`src/sapcm_pkg.sv`:
```
// Shared constants, field layout and helpers of the serial audio port monitor
package sapcm_pkg;
   // ---------------------------------------------
   // Register offsets and reset values
   // ---------------------------------------------
   localparam logic [7:0] ADDR_FMT    = 8'h33;
   localparam logic [7:0] ADDR_OFS    = 8'h34;
   localparam logic [7:0] ADDR_ROUTE  = 8'h35;
   localparam logic [7:0] ADDR_FSMON  = 8'h37;
   localparam logic [7:0] ADDR_BCKMON = 8'h38;
   localparam logic [7:0] ADDR_STAT   = 8'h39;
   localparam logic [7:0] RST_FMT     = 8'h02;
   localparam logic [7:0] RST_OFS     = 8'h00;
   localparam logic [7:0] RST_ROUTE   = 8'h11;
   localparam logic [7:0] RST_MON     = 8'h00;
   // ---------------------------------------------
   // Field positions and codes
   // ---------------------------------------------
   localparam int         FMT_OFS_MSB  = 7;
   localparam int         FMT_FORM_LSB = 4;
   localparam int         FMT_WLEN_LSB = 0;
   localparam int         ROUTE_L_LSB  = 4;
   localparam int         ROUTE_R_LSB  = 0;
   localparam logic [1:0] FORM_I2S     = 2'h0;
   localparam logic [1:0] FORM_TDM     = 2'h1;
   localparam logic [1:0] FORM_RTJ     = 2'h2;
   localparam logic [1:0] PATH_MUTE    = 2'h0;
   localparam logic [1:0] PATH_SAME    = 2'h1;
   localparam logic [1:0] PATH_SWAP    = 2'h2;
   localparam logic [3:0] RATE_ERR     = 4'h0;
   localparam logic [3:0] RATE_16K     = 4'h4;
   localparam logic [3:0] RATE_32K     = 4'h6;
   localparam logic [3:0] RATE_48K     = 4'h9;
   localparam logic [3:0] RATE_96K     = 4'hB;
   localparam logic [9:0] RATIO_MIN    = 10'h020;
   localparam logic [9:0] RATIO_MAX    = 10'h200;
   // ---------------------------------------------
   // Timing
   // ---------------------------------------------
   localparam int CLK_PERIOD_NS   = 40;
   localparam int FRAME_NS_16K    = 62500;
   localparam int FRAME_NS_32K    = 31250;
   localparam int FRAME_NS_48K    = 20833;
   localparam int FRAME_NS_96K    = 10417;
   localparam int RATE_TOL_PCT    = 4;
   localparam int SCLK_MISS_NS    = 2000;
   localparam int SCLK_MIN_PER_NS = 120;
   localparam int SCLK_MAX_PER_NS = 1000;
   localparam int SCLK_MISS_CYC   = (SCLK_MISS_NS + CLK_PERIOD_NS - 1) / CLK_PERIOD_NS;
   localparam int SCLK_MIN_CYC    = (SCLK_MIN_PER_NS + CLK_PERIOD_NS - 1) / CLK_PERIOD_NS;
   localparam int SCLK_MAX_CYC    = SCLK_MAX_PER_NS / CLK_PERIOD_NS;

   // Sample width in bits from the word length code
   function automatic logic [5:0] wlen_bits(input logic [1:0] code);
      case (code)
         2'h0:    wlen_bits = 6'h10;
         2'h1:    wlen_bits = 6'h14;
         2'h2:    wlen_bits = 6'h18;
         default: wlen_bits = 6'h20;
      endcase
   endfunction : wlen_bits

   // Data path selector: mute, own channel or the other one
   function automatic logic [31:0] route(input logic [1:0] sel, input logic [31:0] own,
                                         input logic [31:0] other);
      case (sel)
         PATH_SAME: route = own;
         PATH_SWAP: route = other;
         default:   route = 32'h0000_0000;
      endcase
   endfunction : route

   // True when a frame length lies within tolerance of a nominal frame time
   function automatic logic near(input logic [15:0] len, input int frame_ns);
      int cyc;
      int tol;
      cyc  = frame_ns / CLK_PERIOD_NS;
      tol  = cyc * RATE_TOL_PCT / 100;
      near = (int'(len) >= cyc - tol) && (int'(len) <= cyc + tol);
   endfunction : near

   // Sampling rate code from a frame length in clock cycles
   function automatic logic [3:0] rate_decode(input logic [15:0] len);
      if (near(len, FRAME_NS_16K))      rate_decode = RATE_16K;
      else if (near(len, FRAME_NS_32K)) rate_decode = RATE_32K;
      else if (near(len, FRAME_NS_48K)) rate_decode = RATE_48K;
      else if (near(len, FRAME_NS_96K)) rate_decode = RATE_96K;
      else                              rate_decode = RATE_ERR;
   endfunction : rate_decode
endpackage : sapcm_pkg

```
`src/sapcm_stream_if.sv`:
```
// Stream handshake between the capture logic and the sample FIFO
`timescale 1ns/100ps
interface sapcm_stream_if #(parameter int WIDTH = 64);
   logic             wr_valid;
   logic             wr_ready;
   logic [WIDTH-1:0] wr_data;
   logic             rd_valid;
   logic             rd_ready;
   logic [WIDTH-1:0] rd_data;
   modport fifo (input wr_valid, wr_data, rd_ready, output wr_ready, rd_valid, rd_data);
   modport user (output wr_valid, wr_data, rd_ready, input wr_ready, rd_valid, rd_data);
endinterface : sapcm_stream_if

```
`src/sapcm_top.sv`:
```
// Serial audio port configuration, sample capture and clock health monitor
`timescale 1ns/100ps
//--------------------------------------------------------------
// How it works
// - Sample sits at programmable bit-clock offset for input and output
// - Left path: 00 mute, 01 left, 10 right, reset 01
// - Right path: 00 mute, 01 right, 10 left, reset 01
// - Detected rate code: 0 error, 4/6/9/B for 16/32/48/96 kHz
// - Bit clocks per frame counted, low eight bits readable
// - Top two ratio bits readable at bits five and four
// - Auto rate mode: status bit zero flags invalid rate
// - Fixed rate mode: bit zero flags configured versus detected mismatch
// - Ignore setting never masks the rate error flag
// - Bit clock valid when not missing, ratio stable and within 32 to 512
// - Status bit two flags missing bit clock
// - Status bit three shows PLL lock, unlocked when disabled
// - Status bit four flags PLL overrate
// - Status bit five flags bit clock too fast or slow
// - Format selector frames input and output alike
// - Word length selector 16/20/24/32 bits, reset 24
//--------------------------------------------------------------
module sapcm_top
   import sapcm_pkg::*;
#(
   parameter int FIFO_DEPTH = 16
)(
   // Clock and reset
   input  wire logic        clk,
   input  wire logic        arst_n,
   // Register port
   input  wire logic [7:0]  reg_addr,
   input  wire logic [7:0]  reg_wdata,
   input  wire logic        reg_wr,
   input  wire logic        reg_rd,
   output logic      [7:0]  reg_rdata,
   // Serial link pins
   input  wire logic        sclk,
   input  wire logic        lrclk,
   input  wire logic        sdin,
   output logic             sdout,
   // Rate and PLL control
   input  wire logic [3:0]  fs_mode,
   input  wire logic        fs_ignore,
   input  wire logic        pll_enable,
   input  wire logic        pll_lock_in,
   input  wire logic        pll_overrate_in,
   // Sample stream
   output logic             pcm_valid,
   input  wire logic        pcm_ready,
   output logic      [31:0] pcm_left,
   output logic      [31:0] pcm_right,
   output logic             pcm_drop
);
   //-----------------------------------------------------------
   // Pin synchronisers
   //-----------------------------------------------------------
   logic [6:0] meta_q, sync_q;
   logic       sclk_d;
   logic       sclk_s, lr_s, sd_s, pen_s, plock_s, povr_s, ign_s;

   // Two flops on the serial pins, fs_ignore and the PLL inputs; fs_mode is read unsynchronised
   always_ff @(posedge clk or negedge arst_n) begin
      if (!arst_n) begin
         meta_q <= '0;
         sync_q <= '0;
         sclk_d <= 1'b0;
      end else begin
         meta_q <= {sclk, lrclk, sdin, pll_enable, pll_lock_in, pll_overrate_in, fs_ignore};
         sync_q <= meta_q;
         sclk_d <= sync_q[6];
      end
   end
   assign {sclk_s, lr_s, sd_s, pen_s, plock_s, povr_s, ign_s} = sync_q;

   //-----------------------------------------------------------
   // Configuration registers
   //-----------------------------------------------------------
   logic [7:0] fmt_q, ofs_q, route_q, rdata_q;
   logic [1:0] fsm_rsv_q, st_rsv_q;
   logic [7:0] next_fmt, next_ofs, next_route, next_rdata;
   logic [1:0] next_fsm_rsv, next_st_rsv;
   logic [7:0] fsmon, bckmon, statreg;
   logic [1:0] form, lsel, rsel;
   logic [5:0] wlen;
   logic [8:0] offset;

   assign form   = fmt_q[FMT_FORM_LSB +: 2];
   assign wlen   = wlen_bits(fmt_q[FMT_WLEN_LSB +: 2]);
   assign offset = {fmt_q[FMT_OFS_MSB], ofs_q};
   assign lsel   = route_q[ROUTE_L_LSB +: 2];
   assign rsel   = route_q[ROUTE_R_LSB +: 2];

   // Register writes and reads
   always_comb begin
      next_fmt     = fmt_q;
      next_ofs     = ofs_q;
      next_route   = route_q;
      next_fsm_rsv = fsm_rsv_q;
      next_st_rsv  = st_rsv_q;
      next_rdata   = rdata_q;
      if (reg_wr) begin
         if (reg_addr == ADDR_FMT)        next_fmt     = reg_wdata;
         else if (reg_addr == ADDR_OFS)   next_ofs     = reg_wdata;
         else if (reg_addr == ADDR_ROUTE) next_route   = reg_wdata;
         else if (reg_addr == ADDR_FSMON) next_fsm_rsv = reg_wdata[7:6];
         else if (reg_addr == ADDR_STAT)  next_st_rsv  = reg_wdata[7:6];
      end
      if (reg_rd) begin
         if (reg_addr == ADDR_FMT)         next_rdata = fmt_q;
         else if (reg_addr == ADDR_OFS)    next_rdata = ofs_q;
         else if (reg_addr == ADDR_ROUTE)  next_rdata = route_q;
         else if (reg_addr == ADDR_FSMON)  next_rdata = fsmon;
         else if (reg_addr == ADDR_BCKMON) next_rdata = bckmon;
         else if (reg_addr == ADDR_STAT)   next_rdata = statreg;
         else                              next_rdata = 8'h00;
      end
   end

   always_ff @(posedge clk or negedge arst_n) begin
      if (!arst_n) begin
         fmt_q     <= RST_FMT;
         ofs_q     <= RST_OFS;
         route_q   <= RST_ROUTE;
         fsm_rsv_q <= 2'h0;
         st_rsv_q  <= 2'h0;
         rdata_q   <= RST_MON;
      end else begin
         fmt_q     <= next_fmt;
         ofs_q     <= next_ofs;
         route_q   <= next_route;
         fsm_rsv_q <= next_fsm_rsv;
         st_rsv_q  <= next_st_rsv;
         rdata_q   <= next_rdata;
      end
   end
   assign reg_rdata = rdata_q;

   //-----------------------------------------------------------
   // Frame timing, capture and replay
   //-----------------------------------------------------------
   logic        lr_q, seen_q, push_q, sdo_q, next_lr, next_seen, next_push, next_sdo;
   logic [9:0]  bitpos_q, ratio_q, rprev_q, next_bitpos, next_ratio, next_rprev;
   logic [15:0] fcyc_q, next_fcyc;
   logic [7:0]  miss_q, per_q, period_q, next_miss, next_per, next_period;
   logic [3:0]  rate_q, next_rate;
   logic [31:0] shl_q, shr_q, next_shl, next_shr;
   logic [63:0] tx_q, pdat_q, next_tx, next_pdat;
   logic        sclk_rise, sclk_fall, frame_start, in_l, in_r, rate_err, missing;
   logic [10:0] bp, half, base, ls, rs;
   logic [4:0]  idx;

   assign sclk_rise = sclk_s & ~sclk_d;
   assign sclk_fall = ~sclk_s & sclk_d;
   assign missing   = (miss_q >= 8'(SCLK_MISS_CYC));
   // frame begins on falling edge for I2S, rising otherwise
   assign frame_start = sclk_rise &
                        ((form == FORM_I2S) ? (lr_q & ~lr_s) : (~lr_q & lr_s));

   // Data windows inside the frame
   always_comb begin
      half = 11'(ratio_q >> 1);
      if (form == FORM_I2S)                       base = 11'h001;
      else if (form == FORM_RTJ && half > 11'(wlen)) base = half - 11'(wlen);
      else                                        base = 11'h000;
      ls   = base + 11'(offset);
      rs   = (form == FORM_TDM) ? ls + 11'(wlen) : ls + half;
      bp   = frame_start ? 11'h000 :
             ((bitpos_q == 10'h3FF) ? 11'h3FF : 11'(bitpos_q) + 11'h001);
      in_l = (bp >= ls) && (bp < ls + 11'(wlen));
      in_r = (bp >= rs) && (bp < rs + 11'(wlen));
      // A fall prepares the bit at position bp, one ahead of bitpos_q
      idx  = in_l ? 5'(ls + 11'(wlen) - 11'h001 - bp)
                  : 5'(rs + 11'(wlen) - 11'h001 - bp);
   end

   // Link state next values
   always_comb begin
      next_lr     = lr_q;
      next_seen   = seen_q;
      next_push   = 1'b0;
      next_sdo    = sdo_q;
      next_bitpos = bitpos_q;
      next_ratio  = ratio_q;
      next_rprev  = rprev_q;
      next_fcyc   = (fcyc_q == 16'hFFFF) ? fcyc_q : fcyc_q + 16'h0001;
      next_miss   = (miss_q == 8'hFF) ? miss_q : miss_q + 8'h01;
      next_per    = (per_q == 8'hFF) ? per_q : per_q + 8'h01;
      next_period = period_q;
      next_rate   = missing ? RATE_ERR : rate_q;
      next_shl    = shl_q;
      next_shr    = shr_q;
      next_tx     = tx_q;
      next_pdat   = pdat_q;
      if (sclk_rise) begin
         next_lr     = lr_s;
         next_miss   = 8'h00;
         next_per    = 8'h01;
         next_period = per_q;
         next_bitpos = 10'(bp);
         next_shl    = frame_start ? 32'h0 : shl_q;
         next_shr    = frame_start ? 32'h0 : shr_q;
         if (in_l) next_shl = {next_shl[30:0], sd_s};
         if (in_r) next_shr = {next_shr[30:0], sd_s};
      end
      if (frame_start) begin
         // bit clocks in the frame just ended
         next_ratio = bitpos_q + 10'h001;
         next_rprev = ratio_q;
         next_fcyc  = 16'h0001;
         next_rate  = rate_decode(fcyc_q);
         next_seen  = 1'b1;
         next_push  = seen_q;
         next_pdat[63:32] = route(lsel, shl_q, shr_q);
         next_pdat[31:0]  = route(rsel, shr_q, shl_q);
         // Ignore lets data through a rate error; the flag still rises
         if (rate_err && !ign_s) next_pdat = 64'h0;
         next_tx    = next_pdat;
      end
      // replay routed sample at the same offset
      if (sclk_fall) begin
         if (in_l)      next_sdo = tx_q[32 + idx];
         else if (in_r) next_sdo = tx_q[idx];
         else           next_sdo = 1'b0;
      end
   end

   always_ff @(posedge clk or negedge arst_n) begin
      if (!arst_n) begin
         lr_q     <= 1'b0;
         seen_q   <= 1'b0;
         push_q   <= 1'b0;
         sdo_q    <= 1'b0;
         bitpos_q <= '0;
         ratio_q  <= '0;
         rprev_q  <= '0;
         fcyc_q   <= '0;
         miss_q   <= '0;
         per_q    <= '0;
         period_q <= '0;
         rate_q   <= RATE_ERR;
         shl_q    <= '0;
         shr_q    <= '0;
         tx_q     <= '0;
         pdat_q   <= '0;
      end else begin
         lr_q     <= next_lr;
         seen_q   <= next_seen;
         push_q   <= next_push;
         sdo_q    <= next_sdo;
         bitpos_q <= next_bitpos;
         ratio_q  <= next_ratio;
         rprev_q  <= next_rprev;
         fcyc_q   <= next_fcyc;
         miss_q   <= next_miss;
         per_q    <= next_per;
         period_q <= next_period;
         rate_q   <= next_rate;
         shl_q    <= next_shl;
         shr_q    <= next_shr;
         tx_q     <= next_tx;
         pdat_q   <= next_pdat;
      end
   end
   assign sdout = sdo_q;

   //-----------------------------------------------------------
   // Clock health flags and monitor registers
   //-----------------------------------------------------------
   logic [5:0] flags_q, next_flags;

   // auto mode flags invalid rate, fixed mode flags mismatch
   assign rate_err = (fs_mode == 4'h0) ? (rate_q == RATE_ERR) : (rate_q != fs_mode);

   always_comb begin
      // ignore setting is not part of this flag
      next_flags[0] = rate_err;
      next_flags[1] = (ratio_q == rprev_q) && (ratio_q >= RATIO_MIN) &&
                      (ratio_q <= RATIO_MAX) && !missing;
      next_flags[2] = missing;
      next_flags[3] = pen_s & plock_s;
      next_flags[4] = povr_s;
      // bit clock over or under rate
      next_flags[5] = missing || (period_q < 8'(SCLK_MIN_CYC)) ||
                      (period_q > 8'(SCLK_MAX_CYC));
   end

   always_ff @(posedge clk or negedge arst_n) begin
      if (!arst_n) flags_q <= '0;
      else         flags_q <= next_flags;
   end

   // ratio high bits beside the rate code
   assign fsmon   = {fsm_rsv_q, ratio_q[9:8], rate_q};
   assign bckmon  = ratio_q[7:0];
   assign statreg = {st_rsv_q, flags_q};

   //-----------------------------------------------------------
   // Sample FIFO and output stage
   //-----------------------------------------------------------
   sapcm_stream_if #(.WIDTH(64)) s_if ();
   logic        pv_q, drop_q, next_pv, next_drop;
   logic [63:0] pd_q, next_pd;

   assign s_if.wr_valid = push_q;
   assign s_if.wr_data  = pdat_q;
   assign s_if.rd_ready = !pv_q || pcm_ready;

   sapcm_fifo #(.WIDTH(64), .DEPTH(FIFO_DEPTH)) u_fifo (
      .clk    (clk),
      .arst_n (arst_n),
      .s      (s_if)
   );

   // Output register refilled when empty or taken
   always_comb begin
      next_pv   = pv_q && !pcm_ready;
      next_pd   = pd_q;
      next_drop = push_q && !s_if.wr_ready;
      if (s_if.rd_ready && s_if.rd_valid) begin
         next_pv = 1'b1;
         next_pd = s_if.rd_data;
      end
   end

   always_ff @(posedge clk or negedge arst_n) begin
      if (!arst_n) begin
         pv_q   <= 1'b0;
         pd_q   <= '0;
         drop_q <= 1'b0;
      end else begin
         pv_q   <= next_pv;
         pd_q   <= next_pd;
         drop_q <= next_drop;
      end
   end
   assign pcm_valid = pv_q;
   assign {pcm_left, pcm_right} = pd_q;
   assign pcm_drop  = drop_q;
endmodule : sapcm_top

```
`src/sapcm_fifo.sv`:
```
// Sample FIFO with valid and ready on both sides
`timescale 1ns/100ps
module sapcm_fifo #(
   parameter int WIDTH = 64,
   parameter int DEPTH = 16
)(
   // Clock and reset
   input wire logic clk,
   input wire logic arst_n,
   // Stream
   sapcm_stream_if.fifo s
);
   localparam int AW = $clog2(DEPTH);
   localparam logic [AW:0] FULL = (AW+1)'(DEPTH);

   logic [WIDTH-1:0] mem [DEPTH];
   logic [AW-1:0]    wp, rp, next_wp, next_rp;
   logic [AW:0]      cnt, next_cnt;
   logic             do_wr, do_rd;

   // Honest full and empty
   assign s.wr_ready = (cnt != FULL);
   assign s.rd_valid = (cnt != '0);
   assign s.rd_data  = mem[rp];

   // Pointer and count update
   always_comb begin
      do_wr    = s.wr_valid && s.wr_ready;
      do_rd    = s.rd_ready && s.rd_valid;
      next_wp  = do_wr ? ((wp == AW'(DEPTH - 1)) ? '0 : wp + 1'b1) : wp;
      next_rp  = do_rd ? ((rp == AW'(DEPTH - 1)) ? '0 : rp + 1'b1) : rp;
      next_cnt = cnt + (AW+1)'(do_wr) - (AW+1)'(do_rd);
   end

   always_ff @(posedge clk or negedge arst_n) begin
      if (!arst_n) begin
         wp  <= '0;
         rp  <= '0;
         cnt <= '0;
      end else begin
         wp  <= next_wp;
         rp  <= next_rp;
         cnt <= next_cnt;
      end
   end

   // Storage
   always_ff @(posedge clk) begin
      if (do_wr) begin
         mem[wp] <= s.wr_data;
      end
   end
endmodule : sapcm_fifo

```
`config.mk`:
```
export PLATFORM = sky130hd
export DESIGN_NAME = sapcm_top
export DESIGN_NICKNAME = d
export VERILOG_FILES = /design/src/sapcm_pkg.sv /design/src/sapcm_stream_if.sv /design/src/sapcm_top.sv /design/src/sapcm_fifo.sv
export SDC_FILE = /design/constraint.sdc
export NUM_CORES = 2
export LEC_CHECK = 0
export BUFFER_PORTS_ARGS = -buffer_cell sky130_fd_sc_hd__buf_2
export CORE_ASPECT_RATIO = 0.7
export CORE_MARGIN = 8
export CORE_UTILIZATION = 50
export CTS_BUF_LIST = sky130_fd_sc_hd__clkbuf_4
export DETAILED_ROUTE_END_ITERATION = 7
export PLACE_DENSITY = 0.66
export SETUP_SLACK_MARGIN = 0.05
export SYNTH_ARGS = -nofsm -noshare
export SYNTH_HDL_FRONTEND = slang
export SYNTH_SLANG_ARGS = --single-unit
```
`constraint.sdc`:
```
create_clock -name clk -period 13.2 [get_ports clk]
set_clock_uncertainty 0.2 [all_clocks]
set_input_delay 1.98 -clock clk [delete_from_list [all_inputs] [get_ports clk]]
set_output_delay 1.98 -clock clk [all_outputs]
set_load 0.01 [all_outputs]
```
After elaboration in Yosys (flattened, before gate mapping)
Memory sizes are Yosys's and may differ from the RTL's. A register that Yosys moved wholly into a read port is not among the register bits.
Cells that the tools add are included.
W data, S select, Z words.
- memory bits (writable): 1024
- word-level logic and storage cells: 197
- bits of input ports: 32
- flip-flop bits (word level): 278
- memories: 1
- output and inout bits: 75
- memory list (memory ; depth ; width ; read ports ; clocked after memory_dff ; wr ports ; RTL line ; source):
    u_fifo.mem ; 16 ; 64 ; 1 ; 1 ; 1 ; sapcm_fifo.sv:16 ; logic [WIDTH-1:0] mem [DEPTH];
- bitwise logic cells: 14
- multiplexer cells: 46
- magnitude comparators: 20
- add/sub/neg operators: 19
- eq/ne operators: 26
- reduce and logical (&&, ||, !) cells: 39
- operator list (operator ; number):
    $mux W32 ; 4
    $pmux W32 S2 ; 2
    $mux W8 ; 10
    $mux W64 ; 1
    $mux W11 ; 5
    $eq A8 B6 Y1 const B ; 6
    $le A16 B10 Y1 const B ; 2
    $mux W16 ; 2
    $mux W4 ; 8
    $add A11 B6 Y11 ; 2
    $add A11 B9 Y11 ; 2
    $ge A11 B11 Y1 ; 2
    $lt A11 B11 Y1 ; 2
    $pmux W6 S3 ; 1
    $add A16 B1 Y16 const B ; 1
    $add A8 B1 Y8 const B ; 2
    $eq A16 B16 Y1 const B ; 1
    $eq A8 B8 Y1 const B ; 2
    $ge A16 B10 Y1 const B ; 1
    $ge A16 B11 Y1 const B ; 1
    $ge A16 B8 Y1 const B ; 1
    $ge A16 B9 Y1 const B ; 1
    $le A16 B11 Y1 const B ; 1
    $le A16 B9 Y1 const B ; 1
    other kinds (43) ; 103

Depth between registers and ports, before layout
- depth in word-level cells: 17
- gate-level depth with buffers: 36
- mapped depth without buffers: 35

Cells and area by module
Synthesis repeated with hierarchy kept, for this count alone.
- cell total of the unflattened synthesis: 3621
- area total of the unflattened synthesis: 57495.1 sq um
- modules (own cells, without submodules) (module ; instances ; sequential area each (sq um) ; area an instance (sq um) ; cells an instance):
    sapcm_fifo ; 1 ; 31074.8 ; 40342.4 ; 1930
    sapcm_top ; 1 ; 8211.6 ; 17152.7 ; 1691

Worst setup path after synthesis
No wires, ideal clock.
- path kind: flip-flop to flip-flop
- start: register u_fifo.cnt[2]
- end: memory u_fifo.mem[3][0] (enable)
- data required time: 12356 ps
- arrival: 6995 ps
- stages on the path, launching flop included: 7
- setup slack: 5360 ps
- cells stage by stage: dfrtp_1 -> inv_1 -> ha_1 -> and3_1 -> nand2_1 -> nand2_1 -> nor4_1
- cells in the longest elaborated chain, start to end: 4
- RTL lines (item ; RTL line ; source):
    from (decl) ; sapcm_fifo.sv:18 ; logic [AW:0] cnt, next_cnt;
    from (signal assigned) ; sapcm_fifo.sv:43 ; cnt <= next_cnt;
    $ne A5 B5 Y1 ; sapcm_fifo.sv:22 ; assign s.wr_ready = (cnt != FULL);
    $logic_and A1 B1 Y1 ; sapcm_fifo.sv:28 ; do_wr = s.wr_valid && s.wr_ready;
    $mux W1 ; sapcm_fifo.sv:49 ; if (do_wr) begin
    $mux W1 (implied by the code) ; sapcm_fifo.sv:50 ; mem[wp] <= s.wr_data;
    to (decl) ; sapcm_fifo.sv:16 ;
Every way passes these cells.

Worst setup path after layout
- start: register fmt_q[0]
- end: register shr_q[30]
- cells in the longest elaborated chain, start to end: 13
- elaborated cells between the ends (all ways): 18
- RTL lines (item ; RTL line ; source):
    from (decl) ; sapcm_top.sv:78 ; logic [7:0] fmt_q, ofs_q, route_q, rdata_q;
    from (signal assigned) ; sapcm_top.sv:128 ; fmt_q <= next_fmt;
    $eq A2 B2 Y1, or another cell as far along ; sapcm_pkg.sv:55 ; case (code)
    $pmux W6 S3 (*) ; sapcm_pkg.sv:55 ;
    $gt A9 B6 Y1 ; sapcm_top.sv:163 ; else if (form == FORM_RTJ && half > 11'(wlen)) base = half - 11'(wlen);
    $logic_and A1 B1 Y1 ; sapcm_top.sv:163 ;
    $mux W11 ; sapcm_top.sv:163 ;
    $mux W11 ; sapcm_top.sv:162 ; if (form == FORM_I2S) base = 11'h001;
    $add A11 B9 Y11 ; sapcm_top.sv:165 ; ls = base + 11'(offset);
    $add A11 B9 Y11 / $add A11 B6 Y11 (equally long branches) ; -- ;
    $mux W11 ; sapcm_top.sv:166 ; rs = (form == FORM_TDM) ? ls + 11'(wlen) : ls + half;
    $add A11 B6 Y11 ; -- ;
    $lt A11 B11 Y1 ; sapcm_top.sv:170 ; in_r = (bp >= rs) && (bp < rs + 11'(wlen));
    $logic_and A1 B1 Y1 (*) ; sapcm_top.sv:170 ;
    $mux W32 (*) ; sapcm_top.sv:203 ; if (in_r) next_shr = {next_shr[30:0], sd_s};
    to (signal assigned) ; sapcm_top.sv:259 ; shr_q <= next_shr;
    to (decl) ; sapcm_top.sv:146 ; logic [31:0] shl_q, shr_q, next_shl, next_shr;
Mark *: on every way between the ends. The rest lies on a longest branch, timed or not.
A chain may end at the register's enable or synchronous reset.

==> results.txt <==
- Post-detailed-route count of antenna-violating nets: 0
* Count of final max-slew check failures: 0
- The commonest cells after synthesis are edfxtp_1 (1,024), nand2_1 (373), dfrtp_1 (338).
- Count of distinct cell types in the synthesized netlist: 79
- WL per Instance: 24.29 um
* Flop and latch count out of synthesis: 1,365
- Number of buffers created by CTS: 337
- The floorplan step defined a die boundary enclosing 124,800 um^2.
- Number of global-route vias before repair: 33,714
- Post-synth top area share: 0.5415
* Mean post-synth cell area: 15.59 um^2
* Share of the yosys chip area belonging to registers: 0.6918
* Class of the tightest hold or removal check: register to register
- Setup total negative slack on the finished layout was measured at 0 ps.
- Entering global routing, the biggest net connects 170 pins.
* Area share of fa/ha/maj cells after synthesis: 0.02353
- Final cell count without fillers: 5,728
- Cell with the most instances after synthesis: edfxtp_1
- Across the run, the number of max-cap violations was 0.
- Kind of end point of the critical path: register
- In the synthesized netlist the async set-or-reset flop fraction comes to 0.2498.
- Cell accounting for the most synthesized area: edfxtp_1
- Maximum root-to-sink buffer count: 4
- Clock-pin slew was measured on the worst setup and hold paths at 60 ps.
- In the final layout, the share of cells above drive strength 1 is 0.2385.
* Post-Syn Area: 56,790 um^2
* Die Width: 418.8 um
- The routed design has 139.1 mm of wire.
* Placed cells: 5,137
- Post-Syn Instances: 3,642
* VDD IR-drop max: 0.1530 mV
* Remaining routing DRC violations: 0
- During placement, the flow inserted port buffers numbering 106.
- The final layout contains 4,088 nets.
* Std cell rows: 103
- The most numerous cell type found on the critical path is ha_1.
- Main combinational cell family by area after synthesis: multiplexers
* Final Hold Violating Endpoints: 0
* Dominant cells by area after synthesis: edfxtp_1 (54%), dfrtp_1 (15%), mux4_2 (6.3%)
- Count of clock tree sinks: 1,365
* Total of warnings raised by yosys: 0
- Final GP Congestion: 0.8560
- Gates resized during post-CTS repair numbered 0.
- Clk Latency, worst-skew pair: 1190 ps
- Of the total synthesized cell area, the portion taken by XOR and XNOR cells is 0.01218.
- Setup crit start kind: register
- Overall via count from detail_route: 33,746
- Count of boundary I/O pins: 107
- Shortest clock period the worst path allows after layout: 8729 ps
- Result of the run: finished, final reports clean
* Total power density per cell area: 193.3 nW/um^2
- Detailed Place HPWL: 79.28 mm
- After synthesis, the share of cell area in mux cells is 0.1200.
* Leak: 0.02366 uW
- Counting flops with a built-in enable in the synthesized netlist gives 1,024.
- The critical path is of the register to register type.
- Count of TritonRoute iterations in the first routing pass: 6
* First-pass GRT wire length: 210.1 mm
- Critical path's largest stage delay: 810 ps
- Worst slew margin: 0.2247
- The tree is rooted in a clkbuf_4.
- Most frequently used flop master after synthesis: edfxtp_1
- Floorplan Core Area: 112,800 um^2
- The initial antenna violation count is 6.
- The complex-gate fraction of the synthesized area was 0.08484.
* Tot GR Track Use: 0.2204
* Total overflow reported by the global router: 0
- Die H: 298.0 um
* Cell at the slowest stage of the critical path: xnor2_1
- Worst Max-Slew Pin Slew: 1160 ps
- Post-CTS Setup Bufs: 0
- Maximum clock frequency: 0.1146 GHz
* Post-synthesis to final-layout area growth: 11.60%
- Dividing the detail-routed via count by the number of cells gives 5.891.
- Number of hold buffers added after cts: 0
- Along the worst path, the maximum fanout reaches 31.
* Number of H-tree levels: 5
- For this configuration, the core starts out at a cell density of 0.5036.
- TritonCTS built the clock tree.
- Post-synthesis share of cell area spent on and, or, nand and nor gates: 0.04926
* Data arrival, critical path: 9520 ps
* Violation count after the first detailed-routing iteration: 3,628
- In the finished design, the share of the clock period the worst path needs comes to 0.6613.
- RSZ-0062 raised after global routing: false
- At the worst endpoint, the required time is 13,990 ps.
* Finish-stage setup viols: 0
## critical path: cells and delay by family, from the launching register on
| kind | cells | cell delay, ps |
|---|---|---|
| AND/OR/NAND/NOR | 9 | 2520 |
| XOR/XNOR | 2 | 910 |
| buffers and inverters | 2 | 160 |
| flip-flops | 1 | 400 |
| adder cells (fa/ha/maj) | 5 | 1570 |
| AO/OA/AOI/OAI | 12 | 2800 |
## cell usage in the layout, fill, tap and decap left out, types with 8 or more instances in the layout
master and instances:
nand4_1 12, nand2b_1 16, buf_2 105, buf_4 56, a22o_1 63, mux4_2 159
a21o_1 23, nor3_1 23, o221ai_1 110, a211o_1 8, a31oi_1 14, or3_1 10
xor2_1 31, nor2_1 75, fa_1 8, inv_1 74, o21ai_0 231, dfrtp_1 334
clkinv_1 59, nand3_1 36, nand2_1 371, ha_1 94, o21a_1 13, clkbuf_4 522
edfxtp_1 1024, nor2b_1 11, mux2i_1 207, a21oi_1 114, o211ai_1 8, xnor2_1 48
mux2_2 102, a22oi_1 69, nor4_1 8, and3_1 16, a211oi_1 11
## layer usage
metal,part of all wire,routed length (um),track usage
met5,0,0,0
met4,0.019,2582,0.06358
met2,0.44,60990,0.3195
met1,0.46,63880,0.3350
met3,0.084,11680,0.04876
## registers in the layout (all words and copies together), names as in the netlist, 8 cells and up
signal and cells:
shl_q 32, pdat_q 64, fmt_q 8, reg_rdata 8, route_q 8, ratio_q 10
fcyc_q 16, shr_q 32, period_q 8, per_q 8, miss_q 8, ofs_q 8
bitpos_q 10, rprev_q 10, pd_q 64, u_fifo.mem 1024
## logic make-up after synthesis
kind of cell / count (synthesis)
flops: 1365
fa+ha+maj: 102
other cells: 1
mux: 469
xor+xnor: 79
simple gates: 634
compound gates: 719
buf+inv: 273
## final timing paths
kind,start,to,slack [ps],depth (start not counted)
max,fmt_q[0]$_DFFE_PN0P_,shr_q[30]$_DFFE_PN0P_,4470,30
min,meta_q[2]$_DFF_PN0_,sync_q[2]$_DFF_PN0_,150,0
max reg2reg,fmt_q[0]$_DFFE_PN0P_,shr_q[30]$_DFFE_PN0P_,4470,30
min reg2reg,meta_q[2]$_DFF_PN0_,sync_q[2]$_DFF_PN0_,150,0
max in group asynchronous,arst_n,pdat_q[15]$_DFFE_PN0P_,10810,2
min in group asynchronous,arst_n,meta_q[5]$_DFF_PN0_,550,1
## stage by stage
| stage | instance area (um^2) | util | worst slack (ps) | hold slack [ps] | total power [uW] |
|---|---|---|---|---|---|
| after floorplan | 56800 | - | 5360 | 131.2 | 7791 |
| after global placement | 59130 | 0.5244 | 4859 | 135.1 | 8829 |
| after detailed placement | 59130 | 0.5244 | 4639 | 136.3 | 8873 |
| after CTS | 63370 | 0.5620 | 4482 | 151.8 | 12370 |
| after global routing | 63380 | 0.5620 | 3852 | 157.8 | 12910 |
| final | 63380 | 0.5621 | 4471 | 150.4 | 12250 |
## area by class of cell
class,instances,area [um^2]
clock buffer,522,3919
inverter,78,292.8
sequential,1365,39300
tap,1522,1904
antenna,4,10.01
fill,8943,49380
clock inverter,65,322.8
multi-input combinational,2007,16610
timing repair buffer,165,1021
## where the power goes
part / leakage [uW] / switching, uW / internal (uW)
Combinational: 0.00723 / 1850 / 1430
Clock: 0.00255 / 1630 / 1850
Sequential: 0.0139 / 489 / 4990
Total: 0.0237 / 3980 / 8270
(Power assumes the default switching activity.)
